### config.mk
export PLATFORM = sky130hd
export DESIGN_NAME = acs_sequencer
export DESIGN_NICKNAME = d
export VERILOG_FILES = /design/src/verilog/acs_pkg.sv /design/src/verilog/acs_prescaler.sv /design/src/verilog/acs_sequencer.sv
export VERILOG_INCLUDE_DIRS = /design/src /design/src/verilog
export SDC_FILE = /design/constraint.sdc
export NUM_CORES = 1
export LEC_CHECK = 0
export BUFFER_PORTS_ARGS = -buffer_cell sky130_fd_sc_hd__buf_2
export CAP_MARGIN = 0
export CORE_ASPECT_RATIO = 1.25
export CORE_MARGIN = 3
export CORE_UTILIZATION = 35
export DETAILED_ROUTE_END_ITERATION = 10
export PLACE_DENSITY = 0.62
export SETUP_SLACK_MARGIN = 0.2
export SYNTH_ARGS = -nofsm -noshare
export SYNTH_HDL_FRONTEND = slang
export SYNTH_SLANG_ARGS = --single-unit
### constraint.sdc
create_clock -name mclk_in -period 5.92 [get_ports mclk_in]
set_clock_uncertainty 0.2 [all_clocks]
set_input_delay 0.296 -clock mclk_in [delete_from_list [all_inputs] [get_ports mclk_in]]
set_output_delay 0.296 -clock mclk_in [all_outputs]
set_load 0.05 [all_outputs]
### src/verilog/acs_regs.svh
// register offsets, field positions, reset values and timing counts of the scan sequencer
`ifndef ACS_REGS_SVH
`define ACS_REGS_SVH

// register addresses on the special function register bus
`define ACS_ADDR_PINS      8'hc7
`define ACS_ADDR_CTRL      8'hd7
`define ACS_ADDR_SELECT    8'he7
`define ACS_ADDR_RES_LOW0  8'hc8
`define ACS_ADDR_RES_HIGH  8'hd0

// control register fields
`define ACS_CTRL_PRE_HI    7
`define ACS_CTRL_PRE_LO    6
`define ACS_CTRL_RSVD      5
`define ACS_CTRL_DONE      4
`define ACS_CTRL_START     3
`define ACS_CTRL_CONT      2
`define ACS_CTRL_RISE      1
`define ACS_CTRL_FALL      0

// reset values
`define ACS_CTRL_RESET     8'h00
`define ACS_SELECT_RESET   8'h00

// timing, in conversion clock periods (one period = m machine cycles / 2)
`define ACS_SAMPLE_BITS    4'h2
`define ACS_RESULT_BITS    4'ha
`define ACS_NUM_CHANNELS   8

`endif

### src/verilog/acs_pkg.sv
// types shared by the scan sequencer files
package acs_pkg;

   // one-hot sequencer states
   typedef enum logic [4:0] {
      ACS_IDLE   = 5'b00001,
      ACS_INIT   = 5'b00010,
      ACS_SAMPLE = 5'b00100,
      ACS_CONV   = 5'b01000,
      ACS_STORE  = 5'b10000
   } acs_state_t;

   // register bus request
   typedef struct packed {
      logic       rd;
      logic       wr;
      logic [7:0] addr;
      logic [7:0] wdata;
   } acs_bus_req_t;

   // analog front end control
   typedef struct packed {
      logic [2:0] channel;
      logic       sample;
      logic [9:0] trial;
   } acs_afe_t;

endpackage : acs_pkg

### src/verilog/acs_prescaler.sv
// conversion clock prescaler: one tick every m/2 machine cycles
`timescale 1ns/1ps
`default_nettype none
module acs_prescaler (
   input  wire logic       mclk_in,
   input  wire logic       rstn_in,
   input  wire logic       run_in,
   input  wire logic [1:0] sel_in,
   output logic            tick_out
);
   import acs_pkg::*;

   logic [1:0] cnt_reg;
   logic [1:0] last;

   // half divisor minus one: codes 00..11 give m = 2,4,6,8
   assign last     = sel_in;
   assign tick_out = run_in && (cnt_reg >= last);

   ////////////////////////////////////////////////////////////////////
   // free counter, held clear while stopped so the clock is halted
   always_ff @(posedge mclk_in) begin
      if (!rstn_in || !run_in) begin
         cnt_reg <= 2'h0;
      end else if (cnt_reg >= last) begin
         cnt_reg <= 2'h0;
      end else begin
         cnt_reg <= cnt_reg + 2'h1;
      end
   end
endmodule : acs_prescaler
`default_nettype wire

### src/verilog/acs_sequencer.sv
// autoscan sequencer for a ten bit successive approximation converter
// What this block does
// - empty channel select blocks starts from rest; continuous restart scans channel 0
// - new selection applies from next loop
// - results read-only, kept over reset
// - low byte read latches top bits
// - high register: latch bits 0-1, rest zero
// - pin register shows live pins, read-only
// - reset clears control and channel select
// - low power aborts, clears start, stops clock
// - low power leaves done flag alone
// - conversion lasts 6m+1 machine cycles
// - sample two bits, ten bits, store
// - init slot gives 7m per channel
// - start delay varies with clock phase
// - scan lowest to highest selected channel
// - start by software or selected pin edge
// - loop end sets done flag
// - continuous restarts; one-time stops, clears start
// - start pending while done flag set
// - prescale codes give divisor 2,4,6,8
// - starts ignored while start flag set
// - software clearing start aborts conversion
// - software cannot set done flag
`timescale 1ns/1ps
`default_nettype none
`include "acs_regs.svh"
module acs_sequencer (
   input  wire logic                  mclk_in,
   input  wire logic                  rstn_in,
   input  wire acs_pkg::acs_bus_req_t bus_in,
   output logic [7:0]                 rdata_out,
   input  wire logic [7:0]            pins_in,
   input  wire logic                  ext_start_in,
   input  wire logic                  low_power_in,
   input  wire logic                  comp_in,
   output acs_pkg::acs_afe_t          afe_out,
   output logic                       irq_out
);
   import acs_pkg::*;

   ////////////////////////////////////////////////////////////////////
   // declarations
   acs_state_t  state_reg;
   logic [7:0]  ctrl_reg;
   logic [7:0]  select_reg;
   logic [7:0]  loop_sel_reg;
   logic        start_reg;
   logic        pending_reg;
   logic        done_reg;
   logic [2:0]  chan_reg;
   logic [3:0]  phase_reg;
   logic [9:0]  sar_reg;
   logic [9:0]  bitmask_reg;
   logic [1:0]  high_latch_reg;
   logic [9:0]  result_mem [0:`ACS_NUM_CHANNELS-1];
   logic [7:0]  pins_s1_reg;
   logic [7:0]  pins_s2_reg;
   logic [2:0]  ext_s_reg;
   logic        lp_s1_reg;
   logic        lp_s2_reg;
   logic        tick;
   logic        ext_edge;
   logic        wr_ctrl;
   logic        sw_set;
   logic        start_req;
   logic        go;
   logic        abort;
   logic        res_rd;
   logic        is_last;
   logic [2:0]  next_chan;
   logic [2:0]  first_chan;
   logic        run;
   logic        loop_end;

   // lowest set channel at or above a position, used for first and next channel
   function automatic logic [2:0] find_from(input logic [7:0] sel, input logic [3:0] from);
      logic [2:0] pick;
      pick = 3'h0;
      for (int i = 7; i >= 0; i--) begin
         if (sel[i] && (4'(i) >= from)) begin
            pick = 3'(i);
         end
      end
      return pick;
   endfunction : find_from

   // true when any channel is selected at or above a position
   function automatic logic any_from(input logic [7:0] sel, input logic [3:0] from);
      logic hit;
      hit = 1'b0;
      for (int i = 0; i < 8; i++) begin
         if (sel[i] && (4'(i) >= from)) begin
            hit = 1'b1;
         end
      end
      return hit;
   endfunction : any_from

   ////////////////////////////////////////////////////////////////////
   // pin synchronisers: pins, external start and low power come from outside
   always_ff @(posedge mclk_in) begin
      pins_s1_reg <= pins_in;
      pins_s2_reg <= pins_s1_reg;
      lp_s1_reg   <= low_power_in;
      lp_s2_reg   <= lp_s1_reg;
      ext_s_reg   <= {ext_s_reg[1:0], ext_start_in};
   end

   // edge detection looks only at synchronised stages 1 and 2
   assign ext_edge = (ctrl_reg[`ACS_CTRL_RISE] && ext_s_reg[1] && !ext_s_reg[2]) ||
                     (ctrl_reg[`ACS_CTRL_FALL] && !ext_s_reg[1] && ext_s_reg[2]);

   assign wr_ctrl   = bus_in.wr && (bus_in.addr == `ACS_ADDR_CTRL);
   assign sw_set    = wr_ctrl && bus_in.wdata[`ACS_CTRL_START];
   assign start_req = sw_set || ext_edge;
   // starts only from rest, with the done flag clear and channels selected
   assign go        = (pending_reg || start_req) && !start_reg && !done_reg
                      && (select_reg != 8'h00) && !lp_s2_reg;
   // software clearing start or low power entry kills the scan
   assign abort     = lp_s2_reg ||
                      (wr_ctrl && !bus_in.wdata[`ACS_CTRL_START] && start_reg);
   // divider runs free outside low power so a start lands on its current phase
   assign run       = !lp_s2_reg;

   assign first_chan = find_from(loop_sel_reg, 4'h0);
   assign is_last    = !any_from(loop_sel_reg, 4'({1'b0, chan_reg}) + 4'h1);
   assign next_chan  = find_from(loop_sel_reg, 4'({1'b0, chan_reg}) + 4'h1);
   // second store tick of the final selected channel closes the loop
   assign loop_end   = (state_reg == ACS_STORE) && tick && (phase_reg == 4'h1)
                       && is_last && !abort;

   ////////////////////////////////////////////////////////////////////
   // conversion clock; a start waits for the next tick, up to m/2 cycles
   acs_prescaler u_pre (
      .mclk_in  (mclk_in),
      .rstn_in  (rstn_in),
      .run_in   (run),
      .sel_in   ({ctrl_reg[`ACS_CTRL_PRE_HI], ctrl_reg[`ACS_CTRL_PRE_LO]}),
      .tick_out (tick)
   );

   ////////////////////////////////////////////////////////////////////
   // control register: prescale, mode and edge enables; reserved bit kept zero
   always_ff @(posedge mclk_in) begin
      if (!rstn_in) begin
         ctrl_reg   <= `ACS_CTRL_RESET;
         select_reg <= `ACS_SELECT_RESET;
      end else begin
         if (wr_ctrl) begin
            ctrl_reg <= bus_in.wdata & 8'hc7;
         end
         if (bus_in.wr && (bus_in.addr == `ACS_ADDR_SELECT)) begin
            select_reg <= bus_in.wdata;
         end
      end
   end

   ////////////////////////////////////////////////////////////////////
   // start flag, pending start and done flag
   always_ff @(posedge mclk_in) begin
      if (!rstn_in) begin
         start_reg   <= 1'b0;
         pending_reg <= 1'b0;
         done_reg    <= 1'b0;
      end else begin
         // a start while done is held back until software clears done
         if (go) begin
            pending_reg <= 1'b0;
         end else if (start_req && done_reg && !start_reg) begin
            pending_reg <= 1'b1;
         end else if (lp_s2_reg || (wr_ctrl && !bus_in.wdata[`ACS_CTRL_START])) begin
            pending_reg <= 1'b0;
         end
         if (go) begin
            start_reg <= 1'b1;
         end else if (abort) begin
            start_reg <= 1'b0;
         end else if (loop_end && !ctrl_reg[`ACS_CTRL_CONT]) begin
            start_reg <= 1'b0;
         end
         // set wins over a same-cycle clear; software may only clear
         if (loop_end) begin
            done_reg <= 1'b1;
         end else if (wr_ctrl && !bus_in.wdata[`ACS_CTRL_DONE]) begin
            done_reg <= 1'b0;
         end
      end
   end

   ////////////////////////////////////////////////////////////////////
   // sequencer: init, two-tick sample, ten bit ticks, store.
   // tick period is m/2 cycles, so a channel is 14 ticks = 7m cycles
   always_ff @(posedge mclk_in) begin
      if (!rstn_in || abort) begin
         state_reg   <= ACS_IDLE;
         chan_reg    <= 3'h0;
         phase_reg   <= 4'h0;
         sar_reg     <= 10'h000;
         bitmask_reg <= 10'h000;
         loop_sel_reg <= 8'h00;
      end else begin
         case (state_reg)
            ACS_IDLE: begin
               if (go) begin
                  loop_sel_reg <= select_reg;
                  state_reg    <= ACS_INIT;
               end
            end
            ACS_INIT: begin
               if (tick) begin
                  chan_reg  <= first_chan;
                  phase_reg <= 4'h0;
                  state_reg <= ACS_SAMPLE;
               end
            end
            ACS_SAMPLE: begin
               if (tick) begin
                  if (phase_reg == `ACS_SAMPLE_BITS - 4'h1) begin
                     phase_reg   <= 4'h0;
                     sar_reg     <= 10'h200;
                     bitmask_reg <= 10'h200;
                     state_reg   <= ACS_CONV;
                  end else begin
                     phase_reg <= phase_reg + 4'h1;
                  end
               end
            end
            ACS_CONV: begin
               if (tick) begin
                  // keep the trial bit if the input is above the trial level
                  sar_reg <= (comp_in ? sar_reg : (sar_reg & ~bitmask_reg))
                             | (bitmask_reg >> 1);
                  bitmask_reg <= bitmask_reg >> 1;
                  if (phase_reg == `ACS_RESULT_BITS - 4'h1) begin
                     phase_reg <= 4'h0;
                     state_reg <= ACS_STORE;
                  end else begin
                     phase_reg <= phase_reg + 4'h1;
                  end
               end
            end
            ACS_STORE: begin
               // result written on first cycle here, the rest of the slot is the init period
               // two ticks here make the channel slot 14 ticks, i.e. 7m cycles
               if (tick) begin
                  if (phase_reg == 4'h0) begin
                     phase_reg <= 4'h1;
                  end else begin
                     phase_reg <= 4'h0;
                     if (!is_last) begin
                        chan_reg  <= next_chan;
                        state_reg <= ACS_SAMPLE;
                     end else if (ctrl_reg[`ACS_CTRL_CONT]) begin
                        loop_sel_reg <= select_reg;
                        chan_reg     <= find_from(select_reg, 4'h0);
                        state_reg    <= ACS_SAMPLE;
                     end else begin
                        state_reg <= ACS_IDLE;
                     end
                  end
               end
            end
            default: begin
               state_reg <= ACS_IDLE;
            end
         endcase
      end
   end

   ////////////////////////////////////////////////////////////////////
   // result buffers: no reset, so contents survive chip reset
   logic store_now;
   logic store_done_reg;
   assign store_now = (state_reg == ACS_STORE) && !store_done_reg && !abort;
   always_ff @(posedge mclk_in) begin
      if (!rstn_in) begin
         store_done_reg <= 1'b0;
      end else begin
         store_done_reg <= (state_reg == ACS_STORE);
      end
   end
   always_ff @(posedge mclk_in) begin
      if (store_now) begin
         result_mem[chan_reg] <= sar_reg;
      end
   end

   ////////////////////////////////////////////////////////////////////
   // coherent high bits: any low byte read copies that result's top bits
   assign res_rd = bus_in.rd && (bus_in.addr[7:3] == 5'(`ACS_ADDR_RES_LOW0 >> 3));
   always_ff @(posedge mclk_in) begin
      if (res_rd) begin
         high_latch_reg <= result_mem[bus_in.addr[2:0]][9:8];
      end
   end

   ////////////////////////////////////////////////////////////////////
   // read data, registered; start shows the effective status, not a pending one
   always_ff @(posedge mclk_in) begin
      if (!rstn_in) begin
         rdata_out <= 8'h00;
      end else if (bus_in.rd) begin
         if (res_rd) begin
            rdata_out <= result_mem[bus_in.addr[2:0]][7:0];
         end else begin
            case (bus_in.addr)
               `ACS_ADDR_PINS:     rdata_out <= pins_s2_reg;
               `ACS_ADDR_CTRL:     rdata_out <= {ctrl_reg[7:5], done_reg, start_reg,
                                                 ctrl_reg[2:0]};
               `ACS_ADDR_SELECT:   rdata_out <= select_reg;
               `ACS_ADDR_RES_HIGH: rdata_out <= {6'h00, high_latch_reg};
               default:            rdata_out <= 8'h00;
            endcase
         end
      end
   end

   assign irq_out = done_reg;
   // trial level sits at the current sar value with the tested bit set
   assign afe_out = '{channel: chan_reg, sample: (state_reg == ACS_SAMPLE), trial: sar_reg};
endmodule : acs_sequencer
`default_nettype wire

---- After elaboration in Yosys (flattened, before gate mapping) ----
Memory sizes are Yosys's and may differ from the RTL's.
Cells that the tools add are included.
word-level totals
  flip-flop bits (word level) ............. 90
  memory bits (writable) .................. 80
  input bits .............................. 31
  output and inout port bits .............. 23
  logic and storage cells ................. 209
  memories ................................ 1
operators by class
  add/subtract/negate cells ............... 3
  $lt $le $gt $ge ......................... 9
  equal/unequal tests ..................... 23
  mux-type cells .......................... 81
  bitwise logic cells ..................... 4
  reduce and logical (&&, ||, !) cells .... 68
memory list
  name        words  bits a word  rd ports  clocked after memory_dff  write ports  line                 source
  result_mem  8      10           1         0                         1            acs_sequencer.sv:56  logic [9:0] result_mem [0:`ACS_NUM_CHANNELS-1];
operators by type and width
  kind                count
  $mux 3              31
  $mux 10             5
  $mux 8              6
  $mux 5              8
  $pmux 10 s2         2
  $logic_and 1x1->1   33
  $eq 8x8->1 const B  4
  $pmux 8 s4          1
  $pmux 5 s5          1
  $mux 4              6
  $mux 1              18
  $ge 3x4->1 const A  4
  $ne 2x2->1 const B  8
  $pmux 4 s4          1
  $pmux 8 s2          1
  $logic_not 1->1     12
  $and 10x10->10      1
  $eq 5x5->1 const B  2
  $not 10->10         1
  $or 10x9->10        1
  $reduce_and 5->1    2
  $reduce_bool 2->1   5
  $ge 1x4->1 const A  2
  $ge 2x4->1 const A  2
  other kinds (23)    31

---- Depth between registers and ports, before layout ----
  depth after elaboration ................. 18
  gate-level depth with buffers ........... 9
  gate-level depth less buffers ........... 8

---- Hierarchy ----
From an unflattened synthesis, not the netlist that was laid out.
second synthesis, totals
  cells, all modules ...................... 616
  area, all modules ....................... 7253.2 um^2
modules (own cells, without submodules)
  module         times used  cells an instance  area an instance (um^2)  seq. area each (um^2)
  acs_sequencer  1           603                7119.3                   4184.0
  acs_prescaler  1           13                 133.9                    40.0

---- Worst setup path before layout ----
OpenSTA, ideal clock, no wires.
  kind .................................... register to register
  start ................................... register chan_reg[0]
  end ..................................... register loop_sel_reg[0]
  library setup time ...................... 0.072 ns
  data arrival time ....................... 2.691 ns
  data required time ...................... 5.648 ns
  slack ................................... 2.957 ns
  stages on the path, launching flop included .. 10
  path buffers ............................ 1
  clock period less this slack ............ 2.963 ns
  path through ............................ dfxtp_1 inv_1 ha_1 a22o_1 a211oi_1 o21ai_1 or2_1 buf_6 o22ai_4 mux2i_1
between the ends
  longest elaborated chain between the ends .. 13
  elaborated cells on any way between the ends .. 27
  those cells by class .................... 1 x add/sub; 8 x order compare; 1 x eq/ne; 8 x mux; 9 x reduce/logical
ends and longest elaborated chain
  element                                line                  source
  start: declaration                     acs_sequencer.sv:51   logic [2:0] chan_reg;
  start signal: assignment               acs_sequencer.sv:212  chan_reg <= first_chan;
  start signal: assignment               acs_sequencer.sv:252  chan_reg <= next_chan;
  start signal: assignment               acs_sequencer.sv:256  chan_reg <= find_from(select_reg, 4'h0);
  $add 3x1->4 (*)                        acs_sequencer.sv:127  assign is_last = !any_from(loop_sel_reg, 4'({1'b0, chan_reg}) + 4'h1);
  $ge 1x4->1                             acs_sequencer.sv:93   if (sel[i] && (4'(i) >= from)) begin
  $logic_and 1x1->1                      acs_sequencer.sv:93
  $mux 1 (7 in a row)                    acs_sequencer.sv:93
  $mux 1 (*)                             acs_sequencer.sv:93
  $ne 2x2->1 (no source line) (*)        -
  $reduce_and 6->1 (no source line) (*)  -
  end signal: assignment                 acs_sequencer.sv:206  loop_sel_reg <= select_reg;
  end signal: assignment                 acs_sequencer.sv:255  loop_sel_reg <= select_reg;
  end: declaration                       acs_sequencer.sv:47   logic [7:0] loop_sel_reg;
Every way passes the cells marked *; elsewhere a longest branch is shown, timed or not.
A chain may end at the register's enable or synchronous reset.

---- Final worst setup path ----
  start ................................... register state_reg[0]
  end ..................................... memory result_mem[1][9] (enable)
between the ends
  longest elaborated chain between the ends .. 5
ends and longest elaborated chain
  element                         line                  source
  start: declaration              acs_sequencer.sv:44   acs_state_t state_reg;
  start signal: assignment        acs_sequencer.sv:196  state_reg <= ACS_IDLE;
  start signal: assignment        acs_sequencer.sv:207  state_reg <= ACS_INIT;
  start signal: assignment        acs_sequencer.sv:214  state_reg <= ACS_SAMPLE;
  $eq 5x5->1                      acs_sequencer.sv:275  assign store_now = (state_reg == ACS_STORE) && !store_done_reg && !abort;
  $logic_and 1x1->1 (2 in a row)  acs_sequencer.sv:275
  $mux 1                          acs_sequencer.sv:284  if (store_now) begin
  $mux 1 (not written as such)    acs_sequencer.sv:285  result_mem[chan_reg] <= sar_reg;
  end: declaration                acs_sequencer.sv:56
No other way between the ends.

==> flow_metrics.py <==
metrics = {
    "synthesis": {
        "syn_nets": 655,
        "synth_compound_area_frac": 0.1180,
        "yosys.area_share.simple": 0.1336,
        "synth_xor_area_frac": 0.004692,
        "synth_top_family_by_area": "simple AND/OR/NAND/NOR gates",
        "yosysWarnings": 0,
        "synth_fa_ha_area_frac": 0.01564,
        "synthMuxAreaShare": 0.1126,
        "syn_area_per_cell_um2": 11.71,
        "synth_cells": 615,
        "synth.cell_area_um2": 7201,
        "synthDistinctLibCells": 64,
        "ys_seq_elements": 170,
        "synth_edf_count": 82,
        "yosysSeqAreaShare": 0.5866,
        "async_reset_ff_frac": 0,
        "synth-main-ff-cell": "dfxtp_1",
    },
    "placement": {
        "placed_cell_area_um2": 7724,
        "post-place-ws_ns": 2.394,
        "place_congestion": 0.8165,
        "io_buffers": 53,
        "hpwl_mm": 12.23,
    },
    "global_route": {
        "antenna_found_initial": 0,
        "first_global_vias": 4966,
        "overflow": 0,
        "grt_usage": 0.1596,
        "grt_max_degree": 25,
        "grt_first_pass_wirelength_mm": 27.63,
    },
    "job": {
        "max_cap_viol_count": 0,
    },
    "cells_and_area": {
        "area.growth.synth_to_final_pct": 17.76,
        "utilization": 0.4203,
        "diodes": 0,
        "drive_gt1_frac": 0.1755,
        "largest_register_ffs": 80,
        "final_area_um2": 8479,
        "fin_nets": 728,
        "fillerInstances": 1969,
    },
    "clocking": {
        "htreeDepth": 4,
        "clk_latency_ns": 0.43,
        "cts_tree": "done",
        "clock_sinks": 170,
        "numCtsBuffers": 17,
        "clkTransAtPathRegs_ns": 0.06,
        "cts_buffer_depth": 2,
        "cts-root-buf": "clkbuf_16",
    },
    "sta": {
        "final-max-slew-violation-count": 0,
        "max_freq_mhz": 309.1,
        "min_period_ns": 3.235,
        "hold_viol": 0,
        "fin_ws_ns": 2.685,
        "rsz0062_at_grt": "no",
        "fin_crit_sh": 0.5465,
        "setup_tns_ns": 0,
        "slew_headroom": 0.1389,
        "finalSetupViolCount": 0,
        "tightest_slew_ns": 1.282,
    },
    "floorplan": {
        "dieArea_um2": 22340,
        "ios": 54,
        "row_count": 58,
        "coreArea_um2": 20170,
        "start_util": 0.3569,
        "die_w_um": 134.3,
        "die_h_um": 166.4,
    },
    "hold_path": {
        "hp-start": "bus_in[16]",
        "hold_path_class": "primary input to flop",
    },
    "worst_setup_path": {
        "ff2ff_setup_slack_ns": 2.68,
        "worstSetupPathType": "flop to flop",
        "crit_start": "state_reg[0]$_SDFFE_PP1P_",
        "critical_path_required_ns": 5.76,
        "cp_max_fo": 10,
        "startpoint_type": "flop",
        "cp_data_arrival_time_ns": 3.07,
        "r2r_start": "state_reg[0]$_SDFFE_PP1P_",
        "crit_path_end_kind": "flop",
    },
    "routing": {
        "viasPerCell": 5.186,
        "drc": 0,
        "drt-initial-drc-count": 431,
        "wl_mm": 17.23,
        "wire_per_inst_um": 17.74,
        "dr.pass1.iters": 4,
        "antenna_left": 0,
        "num_vias": 5036,
    },
    "pwr": {
        "power_density_nw_per_um2": 275.8,
        "p_clk_frac": 0.440,
        "switching_share": 0.2130,
        "seq_power_share": 0.528,
        "p_leak_nw": 3.110,
        "pwr-share-comb": 0.032,
        "p_total_w": 0.002338,
        "netSwitchingPower_w": 0.0004981,
        "internal_power_w": 0.001840,
        "vdd_ir_drop_max_mv": 0.1395,
    },
    "status": {
        "status": "completed",
    },
}
==> Yosys cell counts (all sizes together), types with 8 or more instances <==
| library cell | n | share of area |
|---|---|---|
| nand2 | 66 | 0.034 |
| dfxtp | 88 | 0.24 |
| mux2 | 8 | 0.013 |
| buf | 8 | 0.0070 |
| o21ai | 30 | 0.021 |
| inv | 28 | 0.015 |
| nor2 | 42 | 0.022 |
| and2 | 8 | 0.0070 |
| edfxtp | 82 | 0.34 |
| clkbuf | 14 | 0.0073 |
| a221oi | 8 | 0.0097 |
| mux4 | 20 | 0.063 |
| nand3 | 29 | 0.021 |
| a21oi | 47 | 0.033 |
| mux2i | 27 | 0.038 |
| ha | 9 | 0.016 |
| nor3 | 8 | 0.0063 |
==> cell families (layout without fill, tap and decap cells) <==
kind of cell,Yosys count,count (layout)
AO/OA/AOI/OAI,132,132
XOR/XNOR,3,3
adder cells (fa/ha/maj),9,9
buffers and inverters,50,136
flip-flops,170,170
multiplexers,55,55
AND/OR/NAND/NOR,196,196
==> critical path, cell delays in order (launching register included) <==
cell,delay (ns)
dfxtp_1,0.34
nor2_1,0.37
nand3_1,0.36
nor3b_1,0.35
nand2_1,0.21
nor3_1,1.02
==> layout make-up <==
type                            instances  area, µm²  area share
Clock inverter                         11      83.83    0.009886
Tap cell                              270      337.8     0.03984
Clock buffer                           21      471.7     0.05563
Sequential cell                       170       4224      0.4982
Multi-Input combinational cell        395       2769      0.3265
Inverter                               28      105.1     0.01239
Timing Repair Buffer                   76      488.0     0.05755
==> stage by stage <==
step / hold WS, ns / instances
after CTS: 0.009516 / 971
after global routing: 0.02854 / 971
after floorplan: 0.1096 / 615
after global placement: 0.1109 / 919
final: 0.03312 / 971
after detailed placement: 0.1128 / 919
==> power by group through the flow <==
stage	Clock [W]	Combinational (W)	Sequential, W
6_report	0.00103	0.0000754	0.00123
4_1_cts	0.00105	0.0000758	0.00123
3_3_place_gp	0	0.0000650	0.00126
2_1_floorplan	0	0.0000375	0.00126
5_1_grt	0.00110	0.0000821	0.00123
3_5_place_dp	0	0.0000655	0.00126
==> layout by cell type (no fill, tap or decap), types with 4 or more instances in the layout <==
master         instances
dfxtp_1               88
edfxtp_1              82
nand2_1               66
buf_2                 53
a21oi_1               47
nor2_1                42
nand3_1               28
inv_1                 27
mux2i_1               27
o21ai_0               25
mux4_2                20
dlygate4sd3_1         20
clkbuf_16             18
ha_1                   9
and2_1                 8
mux2_2                 8
a221oi_1               8
nor3_1                 7
nor3b_1                6
a211oi_1               6
a31oi_1                6
o31ai_1                6
o21ai_1                5
clkinv_4               5
nand2b_1               4
nand3b_1               4
nor4_1                 4
o211ai_1               4
nor2b_1                4
or3_1                  4
o31a_1                 4
==> path summary, 6_finish.rpt <==
path / end / depth (start not counted)
worst max-delay path: result_mem[1][9]$_DFFE_PP_ / 5
worst min-delay path: ctrl_reg[6]$_SDFFE_PN0N_ / 3
worst max register to register: result_mem[1][9]$_DFFE_PP_ / 5
worst min register to register: pins_s2_reg[3]$_DFF_P_ / 0
==> per-layer routing <==
metal / global-route usage / part of all wire / vias to the layer above
met4: 0.07130 / 0.029 / 0
met1: 0.1994 / 0.43 / 2456
met3: 0.03667 / 0.048 / 29
li1: - / - / 2434
met2: 0.2632 / 0.50 / 117
met5: 0 / 0 / -
==> what timing repair did <==
| item | CTS | global route |
|---|---|---|
| hold buffers | 20 | 0 |
| setup buffers | 0 | 0 |
| endpoints found under the hold margin | 25 | 0 |
| gates resized for setup | 0 | 0 |
(Power assumes the default switching activity.)
